<file path="config.mk">
export PLATFORM = sky130hd
export DESIGN_NAME = rco_top
export DESIGN_NICKNAME = d
export VERILOG_FILES = /design/src/hdl/rco_pkg.sv /design/src/hdl/rco_sync.sv /design/src/hdl/rco_top.sv
export SDC_FILE = /design/constraint.sdc
export NUM_CORES = 1
export LEC_CHECK = 0
export ABC_AREA = 0
export BUFFER_PORTS_ARGS = -buffer_cell sky130_fd_sc_hd__buf_2
export CORE_MARGIN = 1.5
export CORE_UTILIZATION = 35
export DETAILED_ROUTE_END_ITERATION = 10
export GPL_TIMING_DRIVEN = 0
export SLEW_MARGIN = 20
export SYNTH_ARGS = -nofsm -noshare
export SYNTH_HDL_FRONTEND = slang
export SYNTH_SLANG_ARGS = --single-unit
</file>
<file path="constraint.sdc">
create_clock -name clk_i -period 3.7 [get_ports clk_i]
set_input_delay 0.925 -clock clk_i [delete_from_list [all_inputs] [get_ports clk_i]]
set_output_delay 0.925 -clock clk_i [all_outputs]
set_load 0.05 [all_outputs]
</file>
<file path="src/hdl/rco_pkg.sv">
// Purpose: Constants for the reference clock output unit
// Assumes: Registers reached over classic Wishbone, 32-bit data, word per register
// Notes:   Register byte address is four times its index
//
// How it works
// - Three-bit source code picks one of five oscillator inputs; codes five-seven reserved.
// - Output starts only on a source rising edge, so no runt pulse.
// - Clearing enable forces the output low on the next clock.
// - Divider and duty writes accepted while enabled; glitches possible.
// - Output is the source divided by one to one hundred twenty-eight.
// - Divided output high for zero, quarter, half or three quarters of period.
// - Undivided output follows source at half duty; duty code zero holds low.
// - In sleep the output runs except when the system clock is source.
// - Same clock goes to the pin and to the internal peripheral net.
// - Divider code n divides by two to the power n.
// - Divided, duty code three, two, one, zero gives 75, 50, 25, 0 percent.
package rco_pkg;
  localparam int          ADR_W          = 14;
  localparam int          DAT_W          = 32;
  localparam logic [11:0] CTRL_IDX       = 12'hF34;
  localparam logic [11:0] SRC_IDX        = 12'hF35;
  localparam logic [11:0] STAT_IDX       = 12'hF36;
  localparam int          EN_BIT         = 7;
  localparam int          DC_LSB         = 3;
  localparam int          DIV_LSB        = 0;
  localparam logic [7:0]  CTRL_RESET     = 8'h10;
  localparam logic [2:0]  SRC_RESET      = 3'h0;
  localparam int          NUM_SRC        = 5;
  localparam logic [2:0]  SRC_SYS_OSC    = 3'h0;
  localparam logic [2:0]  SRC_HF_INT     = 3'h1;
  localparam logic [2:0]  SRC_LF_INT     = 3'h2;
  localparam logic [2:0]  SRC_MID_INT    = 3'h3;
  localparam logic [2:0]  SRC_SECONDARY  = 3'h4;
  localparam logic [1:0]  DC_ZERO        = 2'h0;
  localparam int          PHASE_W        = 8;
endpackage : rco_pkg

</file>
<file path="src/hdl/rco_sync.sv">
// Purpose: Two-flop synchroniser with edge detection for oscillator inputs
// Assumes: Inputs are square waves far slower than half of clk_i
// Notes:   First stage feeds only the second stage
`timescale 1ns/1ps
`default_nettype none
module rco_sync #(
  parameter int W = 5
) (
  input  wire logic         clk_i,
  input  wire logic         rst_i,
  input  wire logic [W-1:0] in_i,
  output logic      [W-1:0] level_o,
  output logic      [W-1:0] rise_o,
  output logic      [W-1:0] edge_o
);
  logic [W-1:0] meta;
  logic [W-1:0] stable;
  logic [W-1:0] last;

  always_ff @(posedge clk_i)
  begin
    if (rst_i)
    begin
      meta   <= '0;
      stable <= '0;
      last   <= '0;
    end
    else
    begin
      meta   <= in_i;
      stable <= meta;
      last   <= stable;
    end
  end

  assign level_o = stable;
  assign rise_o  = stable & ~last;
  assign edge_o  = stable ^ last;
endmodule // rco_sync
`default_nettype wire

</file>
<file path="src/hdl/rco_top.sv">
// Purpose: Reference clock output unit with Wishbone register access
// Assumes: Oscillator inputs sampled on clk_i, one bit per source code
// Notes:   Output is rebuilt from sampled edges, so it is clk_i-quantised
//
// Local design decision: register access over Wishbone.
`timescale 1ns/1ps
`default_nettype none
module rco_top (
  input  wire logic                       clk_i,
  input  wire logic                       rst_i,
  input  wire logic                       cyc_i,
  input  wire logic                       stb_i,
  input  wire logic                       we_i,
  input  wire logic [rco_pkg::ADR_W-1:0]  adr_i,
  input  wire logic [3:0]                 sel_i,
  input  wire logic [rco_pkg::DAT_W-1:0]  dat_i,
  output logic      [rco_pkg::DAT_W-1:0]  dat_o,
  output logic                            ack_o,
  input  wire logic [rco_pkg::NUM_SRC-1:0] osc_clk_i,
  input  wire logic                       sleep_i,
  output logic                            ref_clock_output_pin_o,
  output logic                            ref_clock_internal_o
);
  import rco_pkg::*;

  logic [7:0]         ref_clock_control;
  logic [2:0]         ref_clock_source_select;
  logic               enable;
  logic [1:0]         duty_select;
  logic [2:0]         div_sel;
  logic [NUM_SRC-1:0] osc_level;
  logic [NUM_SRC-1:0] osc_rise;
  logic [NUM_SRC-1:0] osc_edge;
  logic               src_level;
  logic               src_rise;
  logic               src_edge;
  logic               src_valid;
  logic               stop;
  logic               armed;
  logic [PHASE_W-1:0] phase;
  logic               next_armed;
  logic [PHASE_W-1:0] next_phase;
  logic               next_out;
  logic [PHASE_W-1:0] last_phase;
  logic [PHASE_W:0]   high_len;
  logic [11:0]        reg_idx;
  logic               req;
  logic               wr_ctrl;
  logic               wr_src;

  assign enable      = ref_clock_control[EN_BIT];
  assign duty_select = ref_clock_control[DC_LSB +: 2];
  assign div_sel     = ref_clock_control[DIV_LSB +: 3];

  rco_sync #(
    .W (NUM_SRC)
  ) u_rco_sync (
    .clk_i   (clk_i),
    .rst_i   (rst_i),
    .in_i    (osc_clk_i),
    .level_o (osc_level),
    .rise_o  (osc_rise),
    .edge_o  (osc_edge)
  );

  // Source mux; reserved codes select nothing
  always_comb
  begin
    src_valid = (ref_clock_source_select < 3'(NUM_SRC));
    src_level = 1'b0;
    src_rise  = 1'b0;
    src_edge  = 1'b0;
    if (src_valid)
    begin
      src_level = osc_level[ref_clock_source_select];
      src_rise  = osc_rise[ref_clock_source_select];
      src_edge  = osc_edge[ref_clock_source_select];
    end
  end

  // System clock stops in sleep, other oscillators keep running
  assign stop = !enable || !src_valid
              || (sleep_i && ref_clock_source_select == SRC_SYS_OSC);

  // Phase counts half periods of the source: 2*N per output period
  assign last_phase = PHASE_W'((9'h002 << div_sel) - 9'h001);
  assign high_len   = 9'(({7'h00, duty_select} << div_sel) >> 1);

  always_comb
  begin
    next_armed = armed;
    next_phase = phase;
    if (stop)
    begin
      next_armed = 1'b0;
      next_phase = '0;
    end
    else if (!armed)
    begin
      // Arming on a rising edge keeps the first pulse whole
      if (src_rise)
      begin
        next_armed = 1'b1;
        next_phase = '0;
      end
    end
    else if (src_edge)
    begin
      next_phase = (phase == last_phase) ? '0 : phase + 1'b1;
    end
    if (div_sel == 3'h0)
      next_out = next_armed && duty_select != DC_ZERO && src_level;
    else
      next_out = next_armed && ({1'b0, next_phase} < high_len);
  end

  always_ff @(posedge clk_i)
  begin
    if (rst_i)
    begin
      armed <= 1'b0;
      phase <= '0;
    end
    else
    begin
      armed <= next_armed;
      phase <= next_phase;
    end
  end

  // Both copies from flops so peripherals see exactly the pin clock
  always_ff @(posedge clk_i)
  begin
    if (rst_i)
    begin
      ref_clock_output_pin_o <= 1'b0;
      ref_clock_internal_o   <= 1'b0;
    end
    else
    begin
      ref_clock_output_pin_o <= next_out;
      ref_clock_internal_o   <= next_out;
    end
  end

  // Wishbone slave: one wait state, unmapped reads zero
  assign reg_idx = adr_i[ADR_W-1:2];
  assign req     = cyc_i && stb_i && !ack_o;
  assign wr_ctrl = req && we_i && sel_i[0] && reg_idx == CTRL_IDX;
  assign wr_src  = req && we_i && sel_i[0] && reg_idx == SRC_IDX;

  always_ff @(posedge clk_i)
  begin
    if (rst_i)
      ack_o <= 1'b0;
    else
      ack_o <= req;
  end

  // No lockout while enabled; software must avoid live changes
  always_ff @(posedge clk_i)
  begin
    if (rst_i)
      ref_clock_control <= CTRL_RESET;
    else if (wr_ctrl)
      ref_clock_control <= dat_i[7:0] & 8'h9F;
  end

  always_ff @(posedge clk_i)
  begin
    if (rst_i)
      ref_clock_source_select <= SRC_RESET;
    else if (wr_src)
      ref_clock_source_select <= dat_i[2:0];
  end

  always_ff @(posedge clk_i)
  begin
    if (rst_i)
      dat_o <= '0;
    else if (req && !we_i)
    begin
      if (reg_idx == CTRL_IDX)
        dat_o <= {24'h000000, ref_clock_control};
      else if (reg_idx == SRC_IDX)
        dat_o <= {29'h00000000, ref_clock_source_select};
      else if (reg_idx == STAT_IDX)
        dat_o <= {30'h00000000, ref_clock_output_pin_o, armed};
      else
        dat_o <= '0;
    end
    else
      dat_o <= '0;
  end

  stop_low_a: assert property (@(posedge clk_i) disable iff (rst_i)
    stop |=> !ref_clock_output_pin_o) else $error("output not low when stopped");

  sleep_stop_a: assert property (@(posedge clk_i) disable iff (rst_i)
    enable && sleep_i && ref_clock_source_select == SRC_SYS_OSC |=> !armed && phase == '0)
    else $error("system clock source ran in sleep");

  reserved_src_a: assert property (@(posedge clk_i) disable iff (rst_i)
    ref_clock_source_select > SRC_SECONDARY |=> !ref_clock_output_pin_o)
    else $error("reserved source produced output");

  // Live register writes may glitch the output, so they excuse a rise
  clean_start_a: assert property (@(posedge clk_i) disable iff (rst_i)
    $rose(ref_clock_output_pin_o)
    |-> $past(src_edge) || $past(wr_ctrl, 2) || $past(wr_src, 2))
    else $error("output rose without a source edge");

  pin_internal_a: assert property (@(posedge clk_i) disable iff (rst_i)
    ref_clock_output_pin_o == ref_clock_internal_o)
    else $error("pin and internal clocks differ");

  duty_zero_a: assert property (@(posedge clk_i) disable iff (rst_i)
    duty_select == DC_ZERO ##1 duty_select == DC_ZERO |-> !ref_clock_output_pin_o)
    else $error("duty zero output went high");

  undiv_follow_a: assert property (@(posedge clk_i) disable iff (rst_i)
    armed && !stop && div_sel == 3'h0 && duty_select != DC_ZERO
    |=> ref_clock_output_pin_o == $past(src_level))
    else $error("undivided output not following source");

  phase_wrap_a: assert property (@(posedge clk_i) disable iff (rst_i)
    armed && !stop && src_edge && phase == last_phase |=> phase == '0)
    else $error("phase did not wrap at period end");

  half_duty_a: assert property (@(posedge clk_i) disable iff (rst_i)
    armed && !stop && div_sel == 3'h1 && duty_select == 2'h2 && src_rise && phase == 8'h03
    |=> ref_clock_output_pin_o) else $error("half duty divide-by-two not high");

  idle_reset_a: assert property (@(posedge clk_i) disable iff (rst_i)
    !enable |=> !armed && phase == '0) else $error("counters not held while off");

  live_write_a: assert property (@(posedge clk_i) disable iff (rst_i)
    wr_ctrl && enable |=> div_sel == $past(dat_i[2:0]) && duty_select == $past(dat_i[4:3]))
    else $error("control write ignored while enabled");

  bus_ack_a: assert property (@(posedge clk_i) disable iff (rst_i)
    cyc_i && stb_i && !ack_o |=> ack_o ##1 !ack_o)
    else $error("wishbone ack timing wrong");

  arm_rise_a: assert property (@(posedge clk_i) disable iff (rst_i)
    $rose(armed)
    |-> $past(src_rise) && $past(enable) && $past(src_valid))
    else $error("armed without a source rising edge");

  first_high_a: assert property (@(posedge clk_i) disable iff (rst_i)
    !armed && !stop && src_rise && duty_select != DC_ZERO
    |=> ref_clock_output_pin_o)
    else $error("first pulse after start missing");

  disable_now_a: assert property (@(posedge clk_i) disable iff (rst_i)
    wr_ctrl && !dat_i[EN_BIT]
    |-> ##2 !ref_clock_output_pin_o)
    else $error("output not stopped after disable write");

  phase_step_a: assert property (@(posedge clk_i) disable iff (rst_i)
    armed && !stop && src_edge && phase != last_phase
    |=> phase == $past(phase) + 8'h01)
    else $error("phase did not advance on source edge");

  phase_hold_a: assert property (@(posedge clk_i) disable iff (rst_i)
    armed && !stop && !src_edge |=> $stable(phase))
    else $error("phase moved without source edge");

  div_top_a: assert property (@(posedge clk_i) disable iff (rst_i)
    div_sel == 3'h7
    |-> last_phase == 8'hFF && high_len == {1'b0, duty_select, 6'h00})
    else $error("divide by 128 decode wrong");

  div_two_a: assert property (@(posedge clk_i) disable iff (rst_i)
    div_sel == 3'h1
    |-> last_phase == 8'h03 && high_len == {7'h00, duty_select})
    else $error("divide by two duty decode wrong");

  stopped_quiet_a: assert property (@(posedge clk_i) disable iff (rst_i)
    !armed |-> phase == '0 && !ref_clock_output_pin_o)
    else $error("idle unit not at period start");

  sleep_run_a: assert property (@(posedge clk_i) disable iff (rst_i)
    enable && src_valid && sleep_i && ref_clock_source_select != SRC_SYS_OSC
    |-> !stop)
    else $error("sleep stopped a running oscillator source");

  reserved_disarm_a: assert property (@(posedge clk_i) disable iff (rst_i)
    ref_clock_source_select > SRC_SECONDARY |=> !armed)
    else $error("reserved source left unit armed");

  src_write_a: assert property (@(posedge clk_i) disable iff (rst_i)
    wr_src |=> ref_clock_source_select == $past(dat_i[2:0]))
    else $error("source select write lost");

  period_start_a: assert property (@(posedge clk_i) disable iff (rst_i)
    armed && !stop && div_sel != 3'h0 && duty_select != DC_ZERO
    && src_edge && phase == last_phase
    |=> ref_clock_output_pin_o)
    else $error("divided period did not start high");

  read_idle_a: assert property (@(posedge clk_i) disable iff (rst_i)
    !ack_o |-> dat_o == '0)
    else $error("read data outside ack cycle");

  ctrl_pad_a: assert property (@(posedge clk_i) disable iff (rst_i)
    ref_clock_control[6:5] == 2'h0)
    else $error("unused control bits not zero");
endmodule // rco_top
`default_nettype wire

</file>
; Word-level counts from Yosys, hierarchy flattened
; Cells that the tools add are included.
[totals]
ff_bits = 67
wordCells = 70
[classes]
addsub = 2
n_lt_le_gt_ge = 3
eq_ne = 4
n_shift = 2
muxes = 21
bitwise = 4
n_reduce_logical = 22
[op_table]
columns = op, n
row1 = $mux 8, 6
row2 = $eq 12x12->1 const B, 3
row3 = $logic_and 1x1->1, 11
row4 = $mux 1, 10
row5 = $bmux 1 s3, 3
row6 = $shl 2x3->9, 1
row7 = $add 8x1->8 const B, 1
row8 = $eq 8x8->1, 1
row9 = $lt 8x8->1, 1
row10 = $shl 2x3->8 const A, 1
row11 = $sub 8x1->8 const B, 1
row12 = $logic_not 3->1, 2
row13 = $and 5x5->5, 1
row14 = $not 5->5, 1
row15 = $xor 5x5->5, 1
row16 = $logic_not 1->1, 4
row17 = $lt 3x4->1 const B, 1
row18 = $reduce_or 4->1, 1
row19 = $lt 3x3->1 const B, 1
row20 = $mux 3, 1
row21 = $logic_or 1x1->1, 2
row22 = $mux 2, 1
row23 = $reduce_bool 2->1, 1
row24 = $reduce_or 2->1, 1
row25 = $not 1->1, 1

; Logic depth before layout (Yosys ltp)
[logic_depth]
ltp_word = 11
depth_mapped = 15
mapped_depth_nobuf = 14

; By module
; From an unflattened synthesis, not the netlist that was laid out.
[unflattened]
cells_unflattened = 323
area_unflattened_um2 = 2696.3
[by_module_without_submodules]
columns = mod, instances, cells_each, area_per_inst_um2, seq_area_each_um2
row1 = rco_top, 1, 277, 2163.3, 520.5
row2 = rco_sync, 1, 46, 533.0, 300.3

; Worst setup path before layout
; No wires, ideal clock.
[synth_path]
path_kind = input to register
from = input sleep_i
to = register ref_clock_internal_o
setup_time_ns = 0.058
arrival_time_ns = 2.924
setup_slack_ns = 0.718
path_stages = 12
n_path_buf = 2
cell_sequence = nor4b_1 -> and3b_1 -> clkbuf_1 -> nand2_1 -> a31oi_1 -> buf_4 -> nand3_1 -> o21ai_0 -> ha_1 -> a2111o_1 -> o31ai_1 -> o211a_1
[synth_via]
elab_chain_len = 6
[synth_lines]
columns = item, line_no
row1 = "start, declared", rco_top.sv:20  ; input wire logic sleep_i,
row2 = $logic_and 1x1->1, rco_top.sv:83  ; || (sleep_i && ref_clock_source_select == SRC_SYS_OSC);
row3 = $logic_or 1x1->1, rco_top.sv:83
row4 = $mux 8, rco_top.sv:93  ; if (stop)
row5 = net next_phase[1], rco_top.sv:42  ; logic [PHASE_W-1:0] next_phase;
row6 = $lt 8x8->1, rco_top.sv:114  ; next_out = next_armed && ({1'b0, next_phase} < high_len);
row7 = $logic_and 1x1->1, rco_top.sv:114
row8 = $mux 1, rco_top.sv:111  ; if (div_sel == 3'h0)
row9 = "end signal, assigned", rco_top.sv:142  ; ref_clock_internal_o <= next_out;
row10 = "end, declared", rco_top.sv:22  ; output logic ref_clock_internal_o
; The timed path passes the listed nets, and every way through them passes these cells.
; A chain may end at the register's enable or synchronous reset.

; Worst setup path after layout
; Same ends and word-level chain as after synthesis.

==> flow_summary.yaml <==
status:
  run_status: "completed"
critical_path:
  arrival_ns: 3.41
  cp-start-kind: "primary input"
  crit_family: "compound AO/OA/AOI/OAI gates"
  critPathMaxStageDelay_ns: 0.32
  worst-path-buf-inv: 3
  required_ns: 3.94
  cpMaxStageDelayCell: "ha_1"
  critical_path.max_fanout: 10
  cp_cell_sequence: "buf_2 -> nor4b_1 -> and3b_1 -> clkbuf_1 -> nand2_1 -> a31oi_1 -> buf_4 -> a21oi_1 -> a31oi_1 -> ha_1 -> a21oi_1 -> o21ai_0 -> nor3_1 -> o211a_1"
  path_class: "in -> reg"
  worst-path-stages: 14
  end_kind: "flop"
  ff2ff_path_depth: 12
layout:
  insertedDiodeCount: 0
  stdcell_count: 475
  fill_cells: 751
  nets: 449
  drive_gt1_share_pct: 23.9
  syn2layout_area_growth_pct: 20.0
power:
  ir_drop_mv: 0.122
  power_density_nw_per_um2: 306
  p_leak_nw: 1.38
  design_power_total_mw: 0.949
synthesis:
  ys_ff_latch: 41
  seq_area_frac_synth_pct: 31.7
  syn-mean-instance-area_sq_um: 8.45
  yosys.area.top_type: "dfxtp_1"
  synthTopCellsByArea: "dfxtp_1, buf_4, ha_1, mux2i_1, nor2b_1"
  synth_ff_type: "dfxtp_1"
  synth_cells: 306
  synth_top_cell_area_share_pct: 31.7
  yosys.cell_types.count: 54
  ys_async_sr_fraction_pct: 0
  syn-cell-area_sq_um: 2590
  ys_warn_count: 0
  synth_edf_count: 0
job:
  cap_violations: 0
die:
  fp.dieW_um: 89.0
  dieArea_sq_um: 7910
  rows: 31
  fp.dieH_um: 89.0
  start_util_pct: 35.8
  num_io_pins: 96
  core-area_sq_um: 7210
clock_network:
  cts_resized: 0
  clk_pin_slew_ns: 0.09
  hold_buffers: 0
  cts.sinks: 41
  cts_tree: "built"
  clockRootBuffer: "clkbuf_8"
  cts_setup_buffers: 0
  htreeDepth: 2
  cts_made_buffers: 5
  clock_path_buffers: 2
  clk_latency_ns: 0.29
sta:
  finalSetupViolations: 0
  fin_ws_ns: 0.536
  max_freq_ghz: 0.316
  slew_violations: 0
  fin_setup_tns_ns: 0
  fin_crit_ns: 3.16
  rsz0062_at_grt: "no"
  finalHoldViolCount: 0
  final.period_utilization_pct: 85.5
  skew_ns: 0.00561
  max_slew_margin_pct: 51.9
  worstMarginPinSlew_ns: 0.714
drt:
  drc: 0
  vias: 2287
  drt_iter0_drc: 128
  ant_nets: 0
  drtPass1Iterations: 4
  wl_per_cell_um: 12.4
  drt_wl_total_um: 5880
  via_per_inst: 4.81
global_routing:
  grt_usage_pct: 15.9
  grt_pass1_vias: 2129
  antenna_found_initial: 0
  grt_pass1_wl_um: 9580
  gr-total-overflow: 0
  grt_max_degree: 15
place:
  post-place-ws_ns: 0.344
  dpl.hpwl_um: 4500
  dp_cells: 467
  gp_congestion: 0.859
  io_buffers: 37
worst_hold_path:
  min_path_type: "reg -> reg"
  hold_depth: 1
## power by group
| part | leakage [nW] | switching [mW] | total [mW] | internal [mW] |
|---|---|---|---|---|
| clock network | 0.0543 | 0.168 | 0.370 | 0.202 |
| logic | 0.997 | 0.0861 | 0.128 | 0.0422 |
| registers | 0.333 | 0.00261 | 0.450 | 0.448 |
| total | 1.38 | 0.257 | 0.949 | 0.692 |
## sequential cells by signal (all words and copies together) (netlist names)
| register | count |
|---|---|
| ref_clock_source_select | 3 |
| ref_clock_internal_o | 1 |
| u_rco_sync.meta | 5 |
| ack_o | 1 |
| armed | 1 |
| u_rco_sync.level_o | 5 |
| dat_o | 6 |
| ref_clock_control | 6 |
| u_rco_sync.last | 5 |
| phase | 8 |
## synthesized netlist by cell type (2+ instances only)
| master | instances |
|---|---|
| a21oi_1 | 9 |
| a22o_1 | 2 |
| a22oi_1 | 2 |
| a311oi_1 | 3 |
| a31oi_1 | 8 |
| and2_1 | 7 |
| and3_1 | 3 |
| and3b_1 | 2 |
| and4_1 | 2 |
| buf_2 | 3 |
| buf_4 | 29 |
| buf_6 | 2 |
| clkbuf_1 | 11 |
| dfxtp_1 | 41 |
| ha_1 | 13 |
| inv_1 | 13 |
| mux2_2 | 3 |
| mux2i_1 | 14 |
| nand2_1 | 21 |
| nand2b_1 | 5 |
| nand3_1 | 10 |
| nand3b_1 | 4 |
| nand4_1 | 4 |
| nor2_1 | 24 |
| nor2b_1 | 17 |
| nor3_1 | 8 |
| nor3b_1 | 2 |
| nor4b_1 | 3 |
| o21a_1 | 3 |
| o21ai_0 | 6 |
| o22ai_1 | 2 |
| o32ai_1 | 4 |
| or3_1 | 4 |
| xnor2_1 | 2 |
## path summary, 6_finish.rpt
check	from	to	slack (ns)
max reg2reg	ref_clock_source_select[1]$_SDFFE_PP0P_	ref_clock_internal_o$_SDFF_PP0_	0.60
min reg2reg	u_rco_sync.meta[4]$_SDFF_PP0_	u_rco_sync.level_o[4]$_SDFF_PP0_	0.44
min	u_rco_sync.meta[4]$_SDFF_PP0_	u_rco_sync.level_o[4]$_SDFF_PP0_	0.44
max	sleep_i	ref_clock_internal_o$_SDFF_PP0_	0.54
## kinds of logic after synthesis
kind of cell / share of synthesized area, %
and+or+nand+nor: 25.4
buffers and inverters: 13.4
AOI/OAI and AO/OA: 14.4
DFF: 31.7
muxes: 7.60
adders and majority gates: 6.72
xor gates and xnor gates: 0.677
other: 0.145
## worst reg2reg max path, stage by stage (launching register included)
cell and delay [ns]:
dfxtp_1 0.37, buf_4 0.19, mux2i_1 0.31, a22oi_2 0.15
a221oi_1 0.36, a31oi_1 0.16, buf_4 0.20, nand3_1 0.09
o21ai_0 0.11, ha_1 0.35, a2111o_1 0.37, o31ai_1 0.21
o211a_1 0.18
## stage by stage
stage	hold slack (ns)	area (sq um)	util, %
after floorplan	0.414	2680	-
after global placement	0.418	2990	41.4
after detailed placement	0.425	2990	41.4
after CTS	0.446	3100	43.0
after global routing	0.458	3100	43.0
final	0.442	3100	43.0
## area by class of cell
cell class                 instances  area (sq um)  area share [%]
inverter                          13          48.8            1.57
tap                               99           124            3.99
timing repair buffer              37           185            5.97
buffer                            45           297            9.55
clock inverter                     3          46.3            1.49
multi-input combinational        232          1510            48.8
clock buffer                       5          68.8            2.22
sequential                        41           821            26.4
## metal layers
metal / share of wire (%) / track usage, % / vias up / routed length, um
met5: 0 / 0 / - / 0
met3: 5.5 / 3.42 / 9 / 324
met2: 47 / 27.6 / 72 / 2770
met4: 2.1 / 6.85 / 0 / 124
li1: - / - / 1164 / -
met1: 45 / 18.9 / 1042 / 2660
## cell usage in the layout, fill, tap and decap left out, drive strengths merged, types with 2 or more instances in the layout
cell type  netlist  layout
a311oi           3       3
nand3           10      10
clkbuf          11      16
conb             1      26
and3b            2       2
nand3b           4       4
nand4            4       4
xnor2            2       2
o21ai            8       8
a22o             2       2
nor2            24      24
mux2             3       3
a31oi            8       8
or3              4       4
nand2           21      21
inv             13      13
and3             3       3
nor2b           17      17
mux2i           14      14
nor3b            2       2
and4             2       2
dfxtp           41      41
o21a             3       3
o32ai            4       4
a21oi            9       9
nand2b           5       5
o211ai           2       2
o22ai            2       2
and2             7       7
nor4b            4       4
ha              13      13
nor3             9       9
a22oi            3       3
buf             34      71
(Power assumes the default switching activity.)
